### src/core/aso_defines.svh
// Constants of the addressing and special-operations unit.
`ifndef ASO_DEFINES_SVH
`define ASO_DEFINES_SVH

// ==========================================================================
// Memory map
`define ASO_WINDOW_ADDR    14'h000e
`define ASO_POINTER_ADDR   14'h000f
`define ASO_START_ADDR     14'h3ffd
`define ASO_DIRECT_TOP     14'h00ff
`define ASO_POINTER_RESET  8'h00

// ==========================================================================
// Opcode fields
`define ASO_TINY_MSB       3
`define ASO_SHORT_MSB      4
`define ASO_BITNO_LSB      1

`endif

### src/core/aso_pkg.sv
// Types of the addressing and special-operations unit.
`default_nettype none

package aso_pkg;

    // ======================================================================
    // Operand encodings
    typedef enum logic [2:0] {
        AM_FOUR_BIT  = 3'b000,
        AM_FIVE_BIT  = 3'b001,
        AM_DIRECT    = 3'b010,
        AM_LONG_JUMP = 3'b011,
        AM_REL       = 3'b100,
        AM_INH       = 3'b101
    } aso_mode_t;

    // ======================================================================
    // Operation kinds
    typedef enum logic [3:0] {
        K_NOP    = 4'b0000,
        K_READ   = 4'b0001,
        K_WRITE  = 4'b0010,
        K_LSL    = 4'b0011,
        K_ASL    = 4'b0100,
        K_BSET   = 4'b0101,
        K_BCLR   = 4'b0110,
        K_BRANCH = 4'b0111,
        K_JUMP   = 4'b1000,
        K_WAIT   = 4'b1001,
        K_STOP   = 4'b1010,
        K_BGND   = 4'b1011
    } aso_kind_t;

    // ======================================================================
    // Sequencer states
    typedef enum logic [2:0] {
        ST_CLASSIFY = 3'b000,
        ST_HOLD     = 3'b001,
        ST_RUN      = 3'b010,
        ST_MEM      = 3'b011,
        ST_SLEEP    = 3'b100,
        ST_BKGND    = 3'b101
    } aso_state_t;

    // ======================================================================
    // Carriers
    typedef struct packed {
        logic [5:0] upper;
        logic [7:0] lower;
    } aso_pc_t;

    typedef struct packed {
        logic       valid;
        aso_kind_t  kind;
        aso_mode_t  mode;
        logic [7:0] opcode;
        logic [7:0] opnd1;
        logic [7:0] opnd2;
        logic [1:0] len;
        logic       taken;
        logic [7:0] wdata;
    } aso_op_t;

    typedef struct packed {
        logic       valid;
        logic [7:0] data;
        logic       zero;
        logic       carry;
    } aso_result_t;

endpackage

`default_nettype wire

### src/core/aso_core.sv
// Operand address generation and special sequences of the 8-bit core.
//
// Overview of operation
// - 0x0f is index pointer, 0x0e data window.
// - Window access redirects to pointer's direct-page byte.
// - Window usable by any direct/short/tiny operand.
// - Reset aborts the current instruction at once.
// - Classify reset cause, then hold clocks stopped.
// - Reset release loads start address and fetches.
// - Debug pin low at release enters background.
// - Background mode runs no user instructions.
// - Interrupts only wake; never redirect flow.
// - Wait/stop gate clocks until wake or reset.
// - Arithmetic shift left equals logical shift left.
// - Fetch and shadow pointers split six/eight bits.
// - Flag register holds zero and carry flags.
// - Four-bit operand addresses first sixteen bytes.
// - Five-bit operand addresses first thirty-two bytes.
// - Direct operand byte, high byte zero.
// - Long-jump bytes give six upper, eight lower.
// - Branch reach is signed eight-bit from next.
// - Bit number is three opcode bits.
// - Taken branch adds sign-extended offset to next fetch address.
`include "aso_defines.svh"
`timescale 1ns/1ns
`default_nettype none

module aso_core (
    // Clock and reset
    input  wire logic                 CLK_IN,
    input  wire logic                 RST_N_IN,
    // Reset source, debug and wake
    input  wire logic                 RESET_EVENT_IN,
    input  wire logic                 RESET_EXT_IN,
    input  wire logic                 DEBUG_ENTRY_PIN_N_IN,
    input  wire logic                 HOST_BGND_REQ_IN,
    input  wire logic                 HOST_GO_IN,
    input  wire logic                 WAKE_IN,
    // Operation request
    input  wire aso_pkg::aso_op_t     OP_IN,
    output logic                      OP_READY_OUT,
    // Results and fetch
    output aso_pkg::aso_result_t      RESULT_OUT,
    output aso_pkg::aso_pc_t          FETCH_ADDR_OUT,
    output logic                      FETCH_REQ_OUT,
    output aso_pkg::aso_pc_t          SHADOW_OUT,
    // Status
    output logic                      CORE_CLK_EN_OUT,
    output logic                      BKGND_OUT,
    output logic                      SLEEP_OUT,
    output logic                      CAUSE_EXT_OUT
);
    import aso_pkg::*;

    // ======================================================================
    // Decoding helpers
    function automatic logic [13:0] calc_ea(input aso_mode_t m, input logic [7:0] opc,
                                            input logic [7:0] b1, input logic [7:0] b2);
        case (m)
            AM_FOUR_BIT:  calc_ea = {10'h000, opc[`ASO_TINY_MSB:0]};
            AM_FIVE_BIT:  calc_ea = {9'h000, opc[`ASO_SHORT_MSB:0]};
            AM_DIRECT:    calc_ea = {6'h00, b1};
            AM_LONG_JUMP: calc_ea = {b1[5:0], b2};
            default:      calc_ea = 14'h0000;
        endcase
    endfunction

    function automatic logic [13:0] sext8(input logic [7:0] v);
        sext8 = {{6{v[7]}}, v};
    endfunction

    // ======================================================================
    // State
    aso_state_t  state_q, state_d;
    aso_pc_t     pc_q, shadow_q;
    aso_result_t result_q;
    aso_kind_t   kind_q;
    logic [7:0]  x_q, addr_q;
    logic [2:0]  bitno_q;
    logic [7:0]  bit_mask;
    logic        ready_q, fetch_q, clk_en_q, cause_q, bkgnd_q, sleep_q;
    logic        take, release_now;
    logic [13:0] ea_raw, next_pc, br_tgt;
    logic [7:0]  ea_byte, mem_rdata, wr_addr, wr_data, new_val;
    logic        wr_en;

    assign take        = ready_q && OP_IN.valid && !RESET_EVENT_IN && !HOST_BGND_REQ_IN;
    assign release_now = (state_q == ST_CLASSIFY || state_q == ST_HOLD) && !RESET_EVENT_IN;
    assign ea_raw      = calc_ea(OP_IN.mode, OP_IN.opcode, OP_IN.opnd1, OP_IN.opnd2);
    // The window is resolved from the live pointer, so code may change it freely.
    assign ea_byte     = (ea_raw == `ASO_WINDOW_ADDR) ? x_q : ea_raw[7:0];
    assign next_pc     = pc_q + {12'h000, OP_IN.len};
    assign br_tgt      = next_pc + sext8(OP_IN.opnd1);

    for (genvar i = 0; i < 8; i++) begin : g_mask
        assign bit_mask[i] = (bitno_q == 3'(i));
    end

    // ======================================================================
    // Sequencer
    always_comb begin
        state_d = state_q;
        if (RESET_EVENT_IN) begin
            state_d = (state_q == ST_CLASSIFY || state_q == ST_HOLD) ? ST_HOLD : ST_CLASSIFY;
        end else begin
            case (state_q)
                ST_CLASSIFY, ST_HOLD: begin
                    state_d = DEBUG_ENTRY_PIN_N_IN ? ST_RUN : ST_BKGND;
                end
                ST_RUN: begin
                    if (HOST_BGND_REQ_IN) begin
                        state_d = ST_BKGND;
                    end else if (take) begin
                        case (OP_IN.kind)
                            K_READ, K_BSET, K_BCLR: state_d = ST_MEM;
                            K_LSL, K_ASL: state_d = (OP_IN.mode == AM_INH) ? ST_RUN : ST_MEM;
                            K_WAIT, K_STOP: state_d = ST_SLEEP;
                            K_BGND: state_d = ST_BKGND;
                            default: state_d = ST_RUN;
                        endcase
                    end
                end
                ST_MEM:   state_d = ST_RUN;
                ST_SLEEP: state_d = WAKE_IN ? ST_RUN : ST_SLEEP;
                ST_BKGND: state_d = HOST_GO_IN ? ST_RUN : ST_BKGND;
                default:  state_d = ST_CLASSIFY;
            endcase
        end
    end

    always_ff @(posedge CLK_IN) begin
        if (!RST_N_IN) begin
            state_q  <= ST_HOLD;
            ready_q  <= 1'b0;
            clk_en_q <= 1'b0;
            fetch_q  <= 1'b0;
            bkgnd_q  <= 1'b0;
            sleep_q  <= 1'b0;
        end else begin
            state_q  <= state_d;
            ready_q  <= (state_d == ST_RUN);
            // Clocks stop in reset hold and in sleep to save power.
            clk_en_q <= !(state_d == ST_HOLD || state_d == ST_SLEEP);
            fetch_q  <= (state_d == ST_RUN) && (state_q != ST_RUN || take);
            bkgnd_q  <= (state_d == ST_BKGND);
            sleep_q  <= (state_d == ST_SLEEP);
        end
    end

    always_ff @(posedge CLK_IN) begin
        if (!RST_N_IN) begin
            cause_q <= 1'b0;
        end else if (RESET_EVENT_IN && state_q != ST_CLASSIFY && state_q != ST_HOLD) begin
            cause_q <= RESET_EXT_IN;
        end
    end

    // ======================================================================
    // Fetch and shadow pointers
    always_ff @(posedge CLK_IN) begin
        if (!RST_N_IN) begin
            pc_q     <= `ASO_START_ADDR;
            shadow_q <= 14'h0000;
        end else if (RESET_EVENT_IN || release_now) begin
            pc_q <= `ASO_START_ADDR;
        end else if (take) begin
            case (OP_IN.kind)
                K_BRANCH: pc_q <= OP_IN.taken ? br_tgt : next_pc;
                K_JUMP: begin
                    pc_q     <= ea_raw;
                    shadow_q <= next_pc;
                end
                default: pc_q <= next_pc;
            endcase
        end
    end

    // ======================================================================
    // Direct-page access
    always_comb begin
        case (kind_q)
            K_BSET:       new_val = mem_rdata | bit_mask;
            K_BCLR:       new_val = mem_rdata & ~bit_mask;
            K_LSL, K_ASL: new_val = {mem_rdata[6:0], 1'b0};
            default:      new_val = mem_rdata;
        endcase
    end

    always_comb begin
        wr_en   = 1'b0;
        wr_addr = ea_byte;
        wr_data = OP_IN.wdata;
        if (state_q == ST_MEM && kind_q != K_READ && !RESET_EVENT_IN) begin
            wr_en   = 1'b1;
            wr_addr = addr_q;
            wr_data = new_val;
        end else if (take && OP_IN.kind == K_WRITE) begin
            wr_en = 1'b1;
        end
    end

    aso_dpram u_dpram (
        .clk_in    (CLK_IN),
        .rst_n_in  (RST_N_IN),
        .wr_en_in  (wr_en),
        .waddr_in  (wr_addr),
        .wdata_in  (wr_data),
        .raddr_in  (ea_byte),
        .rdata_out (mem_rdata)
    );

    always_ff @(posedge CLK_IN) begin
        if (!RST_N_IN) begin
            x_q <= `ASO_POINTER_RESET;
        end else if (wr_en && {6'h00, wr_addr} == `ASO_POINTER_ADDR) begin
            x_q <= wr_data;
        end
    end

    always_ff @(posedge CLK_IN) begin
        if (!RST_N_IN) begin
            kind_q  <= K_NOP;
            addr_q  <= 8'h00;
            bitno_q <= 3'h0;
        end else if (take) begin
            kind_q  <= OP_IN.kind;
            addr_q  <= ea_byte;
            bitno_q <= OP_IN.opcode[`ASO_BITNO_LSB +: 3];
        end
    end

    // ======================================================================
    // Results and flags
    always_ff @(posedge CLK_IN) begin
        if (!RST_N_IN) begin
            result_q <= '0;
        end else begin
            result_q.valid <= 1'b0;
            if (RESET_EVENT_IN) begin
                result_q.valid <= 1'b0;
            end else if (state_q == ST_MEM) begin
                result_q.valid <= 1'b1;
                result_q.data  <= new_val;
                if (kind_q == K_READ || kind_q == K_LSL || kind_q == K_ASL) begin
                    result_q.zero <= (new_val == 8'h00);
                end
                if (kind_q == K_LSL || kind_q == K_ASL) begin
                    result_q.carry <= mem_rdata[7];
                end
            end else if (take && (OP_IN.kind == K_LSL || OP_IN.kind == K_ASL)
                         && OP_IN.mode == AM_INH) begin
                result_q.valid <= 1'b1;
                result_q.data  <= {OP_IN.wdata[6:0], 1'b0};
                result_q.zero  <= (OP_IN.wdata[6:0] == 7'h00);
                result_q.carry <= OP_IN.wdata[7];
            end
        end
    end

    assign OP_READY_OUT    = ready_q;
    assign RESULT_OUT      = result_q;
    assign FETCH_ADDR_OUT  = pc_q;
    assign FETCH_REQ_OUT   = fetch_q;
    assign SHADOW_OUT      = shadow_q;
    assign CORE_CLK_EN_OUT = clk_en_q;
    assign BKGND_OUT       = bkgnd_q;
    assign SLEEP_OUT       = sleep_q;
    assign CAUSE_EXT_OUT   = cause_q;

    // ======================================================================
    // Checks
    property p_window_redirect;
        @(posedge CLK_IN) disable iff (!RST_N_IN)
        (take && OP_IN.kind == K_READ && ea_raw == `ASO_WINDOW_ADDR) |=> (addr_q == $past(x_q));
    endproperty
    a_window_redirect: assert property (p_window_redirect) else $error("window not redirected");

    property p_reset_abort;
        @(posedge CLK_IN) disable iff (!RST_N_IN)
        RESET_EVENT_IN |=> (!OP_READY_OUT && !RESULT_OUT.valid && FETCH_ADDR_OUT == `ASO_START_ADDR);
    endproperty
    a_reset_abort: assert property (p_reset_abort) else $error("reset did not abort");

    property p_hold_clocks;
        @(posedge CLK_IN) disable iff (!RST_N_IN)
        (RESET_EVENT_IN [*3]) |-> !CORE_CLK_EN_OUT;
    endproperty
    a_hold_clocks: assert property (p_hold_clocks) else $error("clocks run in reset");

    property p_start_fetch;
        @(posedge CLK_IN) disable iff (!RST_N_IN)
        (release_now && DEBUG_ENTRY_PIN_N_IN) |=>
            (FETCH_REQ_OUT && FETCH_ADDR_OUT == `ASO_START_ADDR && CORE_CLK_EN_OUT);
    endproperty
    a_start_fetch: assert property (p_start_fetch) else $error("no fetch at start");

    property p_debug_entry;
        @(posedge CLK_IN) disable iff (!RST_N_IN)
        (release_now && !DEBUG_ENTRY_PIN_N_IN) |=> (BKGND_OUT && !FETCH_REQ_OUT && !OP_READY_OUT);
    endproperty
    a_debug_entry: assert property (p_debug_entry) else $error("no background entry");

    property p_wake_only;
        @(posedge CLK_IN) disable iff (!RST_N_IN)
        (state_q == ST_RUN && WAKE_IN && !take && !RESET_EVENT_IN) |=> $stable(FETCH_ADDR_OUT);
    endproperty
    a_wake_only: assert property (p_wake_only) else $error("interrupt moved fetch");

    property p_sleep;
        @(posedge CLK_IN) disable iff (!RST_N_IN)
        (take && (OP_IN.kind == K_WAIT || OP_IN.kind == K_STOP)) ##1 (!WAKE_IN && !RESET_EVENT_IN)
            |=> (SLEEP_OUT && !CORE_CLK_EN_OUT);
    endproperty
    a_sleep: assert property (p_sleep) else $error("sleep not held");

    property p_branch;
        @(posedge CLK_IN) disable iff (!RST_N_IN)
        (take && OP_IN.kind == K_BRANCH && OP_IN.taken) |=> (FETCH_ADDR_OUT == $past(br_tgt));
    endproperty
    a_branch: assert property (p_branch) else $error("bad branch target");

    property p_tiny;
        @(posedge CLK_IN) disable iff (!RST_N_IN)
        (take && OP_IN.mode == AM_FOUR_BIT && OP_IN.opcode[3:0] != 4'he) |=> (addr_q[7:4] == 4'h0);
    endproperty
    a_tiny: assert property (p_tiny) else $error("tiny address too high");

endmodule

`default_nettype wire

### src/core/aso_dpram.sv
// Direct-page memory with registered read data.
`timescale 1ns/1ns
`default_nettype none

module aso_dpram (
    // Clock and reset
    input  wire logic       clk_in,
    input  wire logic       rst_n_in,
    // Write port
    input  wire logic       wr_en_in,
    input  wire logic [7:0] waddr_in,
    input  wire logic [7:0] wdata_in,
    // Read port
    input  wire logic [7:0] raddr_in,
    output logic      [7:0] rdata_out
);

    logic [7:0] mem_q [0:255];

    always_ff @(posedge clk_in) begin
        if (wr_en_in) begin
            mem_q[waddr_in] <= wdata_in;
        end
    end

    // A write and read of one location in one cycle returns the old byte.
    always_ff @(posedge clk_in) begin
        if (!rst_n_in) begin
            rdata_out <= 8'h00;
        end else begin
            rdata_out <= mem_q[raddr_in];
        end
    end

endmodule

`default_nettype wire

### config.mk
export PLATFORM = sky130hd
export DESIGN_NAME = aso_core
export DESIGN_NICKNAME = d
export VERILOG_FILES = /design/src/core/aso_pkg.sv /design/src/core/aso_core.sv /design/src/core/aso_dpram.sv
export VERILOG_INCLUDE_DIRS = /design/src /design/src/core
export SDC_FILE = /design/constraint.sdc
export NUM_CORES = 2
export LEC_CHECK = 0
export BUFFER_PORTS_ARGS = -buffer_cell sky130_fd_sc_hd__buf_2
export CORE_MARGIN = 2
export CORE_UTILIZATION = 30
export CTS_CLUSTER_DIAMETER = 120
export DETAILED_ROUTE_END_ITERATION = 8
export PLACE_DENSITY = 0.55
export SYNTH_ARGS = -nofsm -noshare
export SYNTH_HDL_FRONTEND = slang
export SYNTH_SLANG_ARGS = --single-unit
### constraint.sdc
create_clock -name CLK_IN -period 13.45 [get_ports CLK_IN]
set_input_delay 0.6725 -clock CLK_IN [delete_from_list [all_inputs] [get_ports CLK_IN]]
set_output_delay 0.6725 -clock CLK_IN [all_outputs]
set_load 0.05 [all_outputs]
# Word-level counts from Yosys, hierarchy flattened
# Memories as Yosys holds them, arrays and structs flattened. A register that Yosys moved wholly into a read port is not among the register bits.
# Cells that the tools add are included.
dict set report totals {
  memories 1
  wordCells 139
  ramBits 2048
  in_bits 51
  register_bits 71
}
dict set report classes {
  bitwise 6
  reduce_logical 43
  mux 25
  eq_ne 43
  add_sub_neg 2
}
# name words width read_ports rd_ports_with_merged_regs write_ports line
set mem_list {}
lappend mem_list {u_dpram.mem_q 256 8 1 1 1 aso_dpram.sv:18} ;# logic [7:0] mem_q [0:255];
# op n
set op_table {}
lappend op_table {{14-bit one-hot mux with 4 select lines} 1}
lappend op_table {{4-bit by 3-bit equality test with 1-bit output (second input constant)} 7}
lappend op_table {{14-bit one-hot mux with 2 select lines} 1}
lappend op_table {{3-bit equality test (second input constant)} 9}
lappend op_table {{8-bit 2-to-1 mux} 3}
lappend op_table {{8-bit one-hot mux with 3 select lines} 1}
lappend op_table {{11-bit 2-to-1 mux} 2}
lappend op_table {{3-bit by 2-bit equality test with 1-bit output (second input constant)} 7}
lappend op_table {{3-bit 2-to-1 mux} 6}
lappend op_table {{4-bit equality test (second input constant)} 4}
lappend op_table {{3-bit one-hot mux with 5 select lines} 1}
lappend op_table {{14-bit adder} 1}
lappend op_table {{14-bit by 2-bit adder with 14-bit output} 1}
lappend op_table {{14-bit by 4-bit equality test with 1-bit output (second input constant)} 1}
lappend op_table {{14-bit 2-to-1 mux} 1}
lappend op_table {{1-bit logical AND} 13}
lappend op_table {{3-bit by 1-bit equality test with 1-bit output (second input constant)} 4}
lappend op_table {{4-bit by 2-bit equality test with 1-bit output (second input constant)} 3}
lappend op_table {{3-bit one-hot mux with 4 select lines} 1}
lappend op_table {{2-bit OR reduction} 6}
lappend op_table {{3-bit logical NOT} 3}
lappend op_table {{3-bit AND reduction} 3}
lappend op_table {{8-bit AND} 1}
lappend op_table {{4-bit by 1-bit equality test with 1-bit output (second input constant)} 2}
lappend op_table {{other kinds (17)} 37}

# Longest topological paths before layout
dict set report logic_depth {
  ltp_word 10
  depth_mapped 18
  ltp_nobuf 16
}

# Modules after synthesis
# Synthesis repeated with hierarchy kept, for this count alone.
dict set report hier_totals {
  hier_cells 4648
  area_unflattened_um2 85141.7
}
# module cells_each n_inst area_per_inst_um2 seq_area_each_um2
set by_module_without_submodules {}
lappend by_module_without_submodules {aso_dpram 4025 1 80352.1 61659.1}
lappend by_module_without_submodules {aso_core 623 1 4789.6 1421.4}

# Least setup slack after synthesis
# Ideal clock, no wire load.
dict set report synth_path {
  path_kind {reg-to-reg}
  from {reg state_q[2]}
  to {mem u_dpram.mem_q[0][7] (data pin)}
  path_slack_ps -627
  setup_time_ps 2197
  stages_incl_launch_ff 10
  path_buffers 4
  t_required_ps 11253
  t_arrival_ps 11879
  path_cell_list {dfxtp_1 -> clkbuf_1 -> nor2b_1 -> nand2_1 -> or2_2 -> a21o_1 -> clkbuf_1 -> clkbuf_1 -> clkbuf_1 -> o21ai_0}
}
dict set report synth_via {
  elab_chain_len 4
}
# item line
set synth_rtl {}
lappend synth_rtl {{start: declaration} aso_core.sv:74} ;# aso_state_t state_q, state_d;
lappend synth_rtl {{start signal: assignment} aso_core.sv:140} ;# state_q <= state_d;
lappend synth_rtl {{3-bit by 2-bit equality test with 1-bit output} aso_core.sv:193} ;# if (state_q == ST_MEM && kind_q != K_READ && !RESET_EVENT_IN) begin
lappend synth_rtl {{1-bit logical AND (2 in a row)} aso_core.sv:193}
lappend synth_rtl {{8-bit 2-to-1 mux} aso_core.sv:193}
lappend synth_rtl {{net u_dpram.wdata_in[7]} aso_dpram.sv:12} ;# input wire logic [7:0] wdata_in,
lappend synth_rtl {{end: declaration} aso_dpram.sv:18}
# The timed path passes the listed nets, and every way through them passes these cells.

# Worst setup path after layout
dict set report layout_path {
  from {in OP_IN[35] (netlist bit)}
  to {reg u_dpram.rdata_out[1], read port of u_dpram.mem_q}
}
dict set report layout_via {
  elab_chain_len 4
  elab_cells_between_ends 7
  cone_classes {eq/ne: 4; mux: 2; reduce/logical: 1}
}
# item line
set layout_rtl {}
lappend layout_rtl {{start: declaration} aso_core.sv:40} ;# input wire aso_pkg::aso_op_t OP_IN,
lappend layout_rtl {{3-bit by 2-bit equality test with 1-bit output (tied with other cells)} aso_core.sv:59} ;# case (m)
lappend layout_rtl {{14-bit one-hot mux with 4 select lines *} aso_core.sv:59}
lappend layout_rtl {{14-bit by 4-bit equality test with 1-bit output (no line)} n/a}
lappend layout_rtl {{8-bit 2-to-1 mux *} aso_core.sv:91} ;# assign ea_byte = (ea_raw == `ASO_WINDOW_ADDR) ? x_q : ea_raw[7:0];
lappend layout_rtl {{end: declaration} aso_dpram.sv:15} ;# output logic [7:0] rdata_out
# Mark *: on every way between the ends. The rest lies on a longest branch, timed or not.
# A chain may end at the register's enable or synchronous reset.

==> impl_metrics.csv <==
group,metric,value,unit
floorplan,die_w,542,um
grt,antenna_found_initial,9,
final_layout,final_util,34.1,%
critical_path,path_cells,"buf_2, mux2_2, a21boi_0, nor4_2, buf_4, a21oi_4, buf_4, buf_4, nand2_4, buf_4, buf_4, o221ai_1, o31ai_1, a2111oi_0, o2111ai_1, a32oi_1",
critical_path,critical_path_class,"input pin to register",
critical_path,reg2regPathDepth,13,
hold_path,hold_path_class,"input pin to register",
critical_path,cpMaxStageDelayCell,"a2111oi_0",
critical_path,critical-path-top-delay-family,"buffers and inverters",
flow_run,maxCapViolCount,0,
clock_tree,max-clock-path-buffers,3,
timing,rsz0062_at_grt,"no",
final_layout,nets,6652,
critical_path,worstPathMaxFanout,58,
placed_design,place_area,91400,um^2
floorplan,rows,197,
floorplan,io_pins,96,
placed_design,gp_congestion,0.864,
timing,period_needed,6370,ps
floorplan,core,288000,um^2
grt,grt_overflow,0,
synth,ys.flop_type,"edfxtp_1",
clock_tree,cts_tree,"built",
outcome,status,"completed",
routing,post_drt_wl_per_cell,25.6,um
critical_path,reg2reg_slack,7670,ps
clock_tree,ctsHoldBuffers,0,
final_layout,fin_cells,10500,
critical_path,cp.depth,16,
power,p_leak,33.2,nW
floorplan,dieArea,294000,um^2
synth,synth_nets,6644,
placed_design,place_inst,10100,
timing,tightest_slew,1290,ps
timing,setup_ws,7080,ps
routing,drc,0,
synth,yosysWarningCount,0,
critical_path,arrival,7170,ps
timing,report.final.hold_viol_count,0,
routing,drtAntennaViolNets,0,
critical_path,crit_end,"u_dpram.rdata_out[1]",
final_layout,synthToLayoutAreaGrowth,13.1,%
routing,drt_pass1_iterations,6,
critical_path,startpoint,"OP_IN[35]",
timing,max_freq,157,MHz
final_layout,final_layout_size_suffix_gt1_share,8.34,%
power,pwr_density_cell,145,nW/um^2
critical_path,required,14250,ps
floorplan,die_y,542,um
critical_path,slowest_delay,840,ps
critical_path,crit_top_cell,"buf_4",
grt,grt_pass1_vias,52900,
placed_design,pre_cts_slack,6400,ps
timing,setup_violations,0,
grt,track_usage,17.9,%
final_layout,final_cell_area,98300,um^2
placed_design,io_buffers,92,
clock_tree,clk_pin_slew,60,ps
synth,ys_seq_area_share,72.6,%
clock_tree,postCtsSetupBuffers,0,
clock_tree,cts_sinks,2127,
critical_path,timing.critical_path.buf_inv,6,
floorplan,initial_core_util,30.2,%
clock_tree,h-tree-depth,4,
routing,vias_per_cell,5.32,
clock_tree,numCtsBuffers,216,
synth,avgSynthCellArea,13.2,um^2
timing,max_slew_margin,14.2,%
routing,vias,56100,
critical_path,r2r-end,"u_dpram.rdata_out[1]",
routing,wl,270000,um
timing,min_period_over_period,47.3,%
power,ir_drop,0.149,mV
synth,async_reset_ff_share,0,%
grt,grt_pass1_wl,386000,um
clock_tree,clk-insertion-delay-late,880,ps
synth,synthDistinctLibCells,83,
synth,synth-seq-cells,2127,
synth,synth-edff-count,2048,
clock_tree,root_buffer,"clkbuf_16",
critical_path,startpoint_type,"input pin",
routing,drtIter0Drc,6871,
timing,drv_slew,0,
clock_tree,cts_resized,0,
critical_path,r2r-start,"x_q[1]",
synth,synth_area,86900,um^2
placed_design,dp_hpwl,154000,um
timing,skew,61.0,ps
grt,grt_max_degree,195,
synth,synthCells,6575,
critical_path,crit_path_end_kind,"register",
[sequential cells by signal, summed over array words and instances, names as in the netlist]
name and cells:
u_dpram.mem_q 2048, FETCH_ADDR_OUT 14, SHADOW_OUT 14, RESULT_OUT 11, addr_q 8, u_dpram.rdata_out 8, x_q 8, kind_q 4
bitno_q 3, state_q 3, BKGND_OUT 1, CAUSE_EXT_OUT 1, CORE_CLK_EN_OUT 1, FETCH_REQ_OUT 1, OP_READY_OUT 1, SLEEP_OUT 1
[kinds of logic after synthesis]
logic type / after synthesis / share of synthesized area [%]
compound gates: 947 / 7.12
fa+ha+maj: 18 / 0.276
mux: 386 / 4.45
buf+inv: 450 / 2.59
xor+xnor: 21 / 0.212
simple gates: 2626 / 12.8
flops: 2127 / 72.6
[where the power goes]
| part | leakage [nW] | switching (mW) | internal (mW) |
|---|---|---|---|
| combinational | 10.9 | 0.820 | 0.256 |
| clock | 3.33 | 2.61 | 3.27 |
| sequential | 19.1 | 0.0143 | 7.31 |
[worst reg2reg max path, stage by stage (launching register included)]
cell,delay [ps]
dfxtp_1,360
nor4_2,60
buf_4,190
a21oi_4,140
buf_4,580
buf_4,760
nand2_4,470
buf_4,510
buf_4,480
o221ai_1,380
o31ai_1,120
a2111oi_0,840
o2111ai_1,500
a32oi_1,310
[worst min path at each step]
stage                        start        endpoint  slack (ps)  cells past startpoint
floorplan                   x_q[3]          x_q[3]         460                      2
global placement     SHADOW_OUT[4]   SHADOW_OUT[4]         470                      2
detailed placement  SHADOW_OUT[12]  SHADOW_OUT[12]         480                      2
CTS                      OP_IN[30]      bitno_q[2]          20                      3
global route          RESET_EXT_IN   CAUSE_EXT_OUT          50                      3
finish                   OP_IN[30]      bitno_q[2]          70                      3
[layout by cell type, fill, tap and decap left out, drive strengths merged, types with 16 or more instances in the layout]
cell     netlist  layout
edfxtp      2048    2048
nand2       1503    1503
nand3        461     461
nor2         390     390
mux2i        381     381
a21oi        314     314
clkbuf       138     277
buf          285     213
o21ai        111     111
o22ai         92      92
clkinv         0      92
nor3          84      84
a31oi         82      82
dfxtp         79      79
o221ai        75      75
a211oi        45      45
and3          44      44
nor4          38      38
inv           27      38
a311oi        37      37
o211ai        33      33
nand4         32      32
a2111oi       20      20
a221oi        19      19
a41oi         17      17
ha            16      16
o31ai         16      16
[routing by layer]
metal	share of wire, %	vias to the layer above	wire (um)	global-route usage (%)
met2	46	2785	123000	28.0
met1	42	28300	113000	25.0
met5	0	-	0	0
met3	9.2	432	25000	2.95
met4	3.3	0	8800	6.04
li1	-	24600	-	-
[cells in the mapped netlist, drive strengths merged (7+ instances only)]
| library cell | n | area share (%) |
|---|---|---|
| o221ai | 75 | 0.76 |
| o31ai | 16 | 0.17 |
| buf | 285 | 1.9 |
| nor3 | 84 | 0.48 |
| nor4 | 38 | 0.29 |
| clkbuf | 138 | 0.60 |
| a41oi | 17 | 0.18 |
| a21o | 13 | 0.11 |
| inv | 27 | 0.12 |
| and3 | 44 | 0.32 |
| nand4 | 32 | 0.23 |
| o211ai | 33 | 0.29 |
| nor2 | 390 | 1.7 |
| edfxtp | 2048 | 71 |
| a22oi | 9 | 0.078 |
| or3 | 13 | 0.094 |
| a211oi | 45 | 0.39 |
| or4 | 10 | 0.091 |
| ha | 16 | 0.23 |
| mux2i | 381 | 4.4 |
| xor2 | 11 | 0.11 |
| dfxtp | 79 | 1.8 |
| o21ai | 111 | 0.64 |
| nor2b | 11 | 0.079 |
| a21oi | 314 | 1.8 |
| o22ai | 92 | 0.66 |
| nand2 | 1503 | 6.5 |
| nand3 | 461 | 2.7 |
| nand2b | 14 | 0.10 |
| a2111oi | 20 | 0.22 |
| a31oi | 82 | 0.59 |
| a311oi | 37 | 0.37 |
| a221oi | 19 | 0.19 |
| xnor2 | 10 | 0.10 |
| a32oi | 7 | 0.071 |
| o21a | 7 | 0.060 |
[metrics by stage]
step	hold WS [ps]	TNS (ps)	power, mW
final	65.1	0	14.3
after CTS	16.9	0	14.3
after global routing	49.9	0	14.7
after global placement	470	0	8.52
after detailed placement	480	0	8.53
after floorplan	455	-969440	8.18
[layout make-up]
| type | instances | area, um^2 |
|---|---|---|
| antenna | 2 | 5.00 |
| clock buffer | 277 | 5700 |
| clock inverter | 124 | 1150 |
| fill | 27800 | 190000 |
| inverter | 27 | 101 |
| multi-input combinational | 3998 | 21900 |
| sequential | 2127 | 63100 |
| tap | 3781 | 4730 |
| timing repair buffer | 213 | 1630 |
No activity file was read; power rests on OpenSTA's default activity.
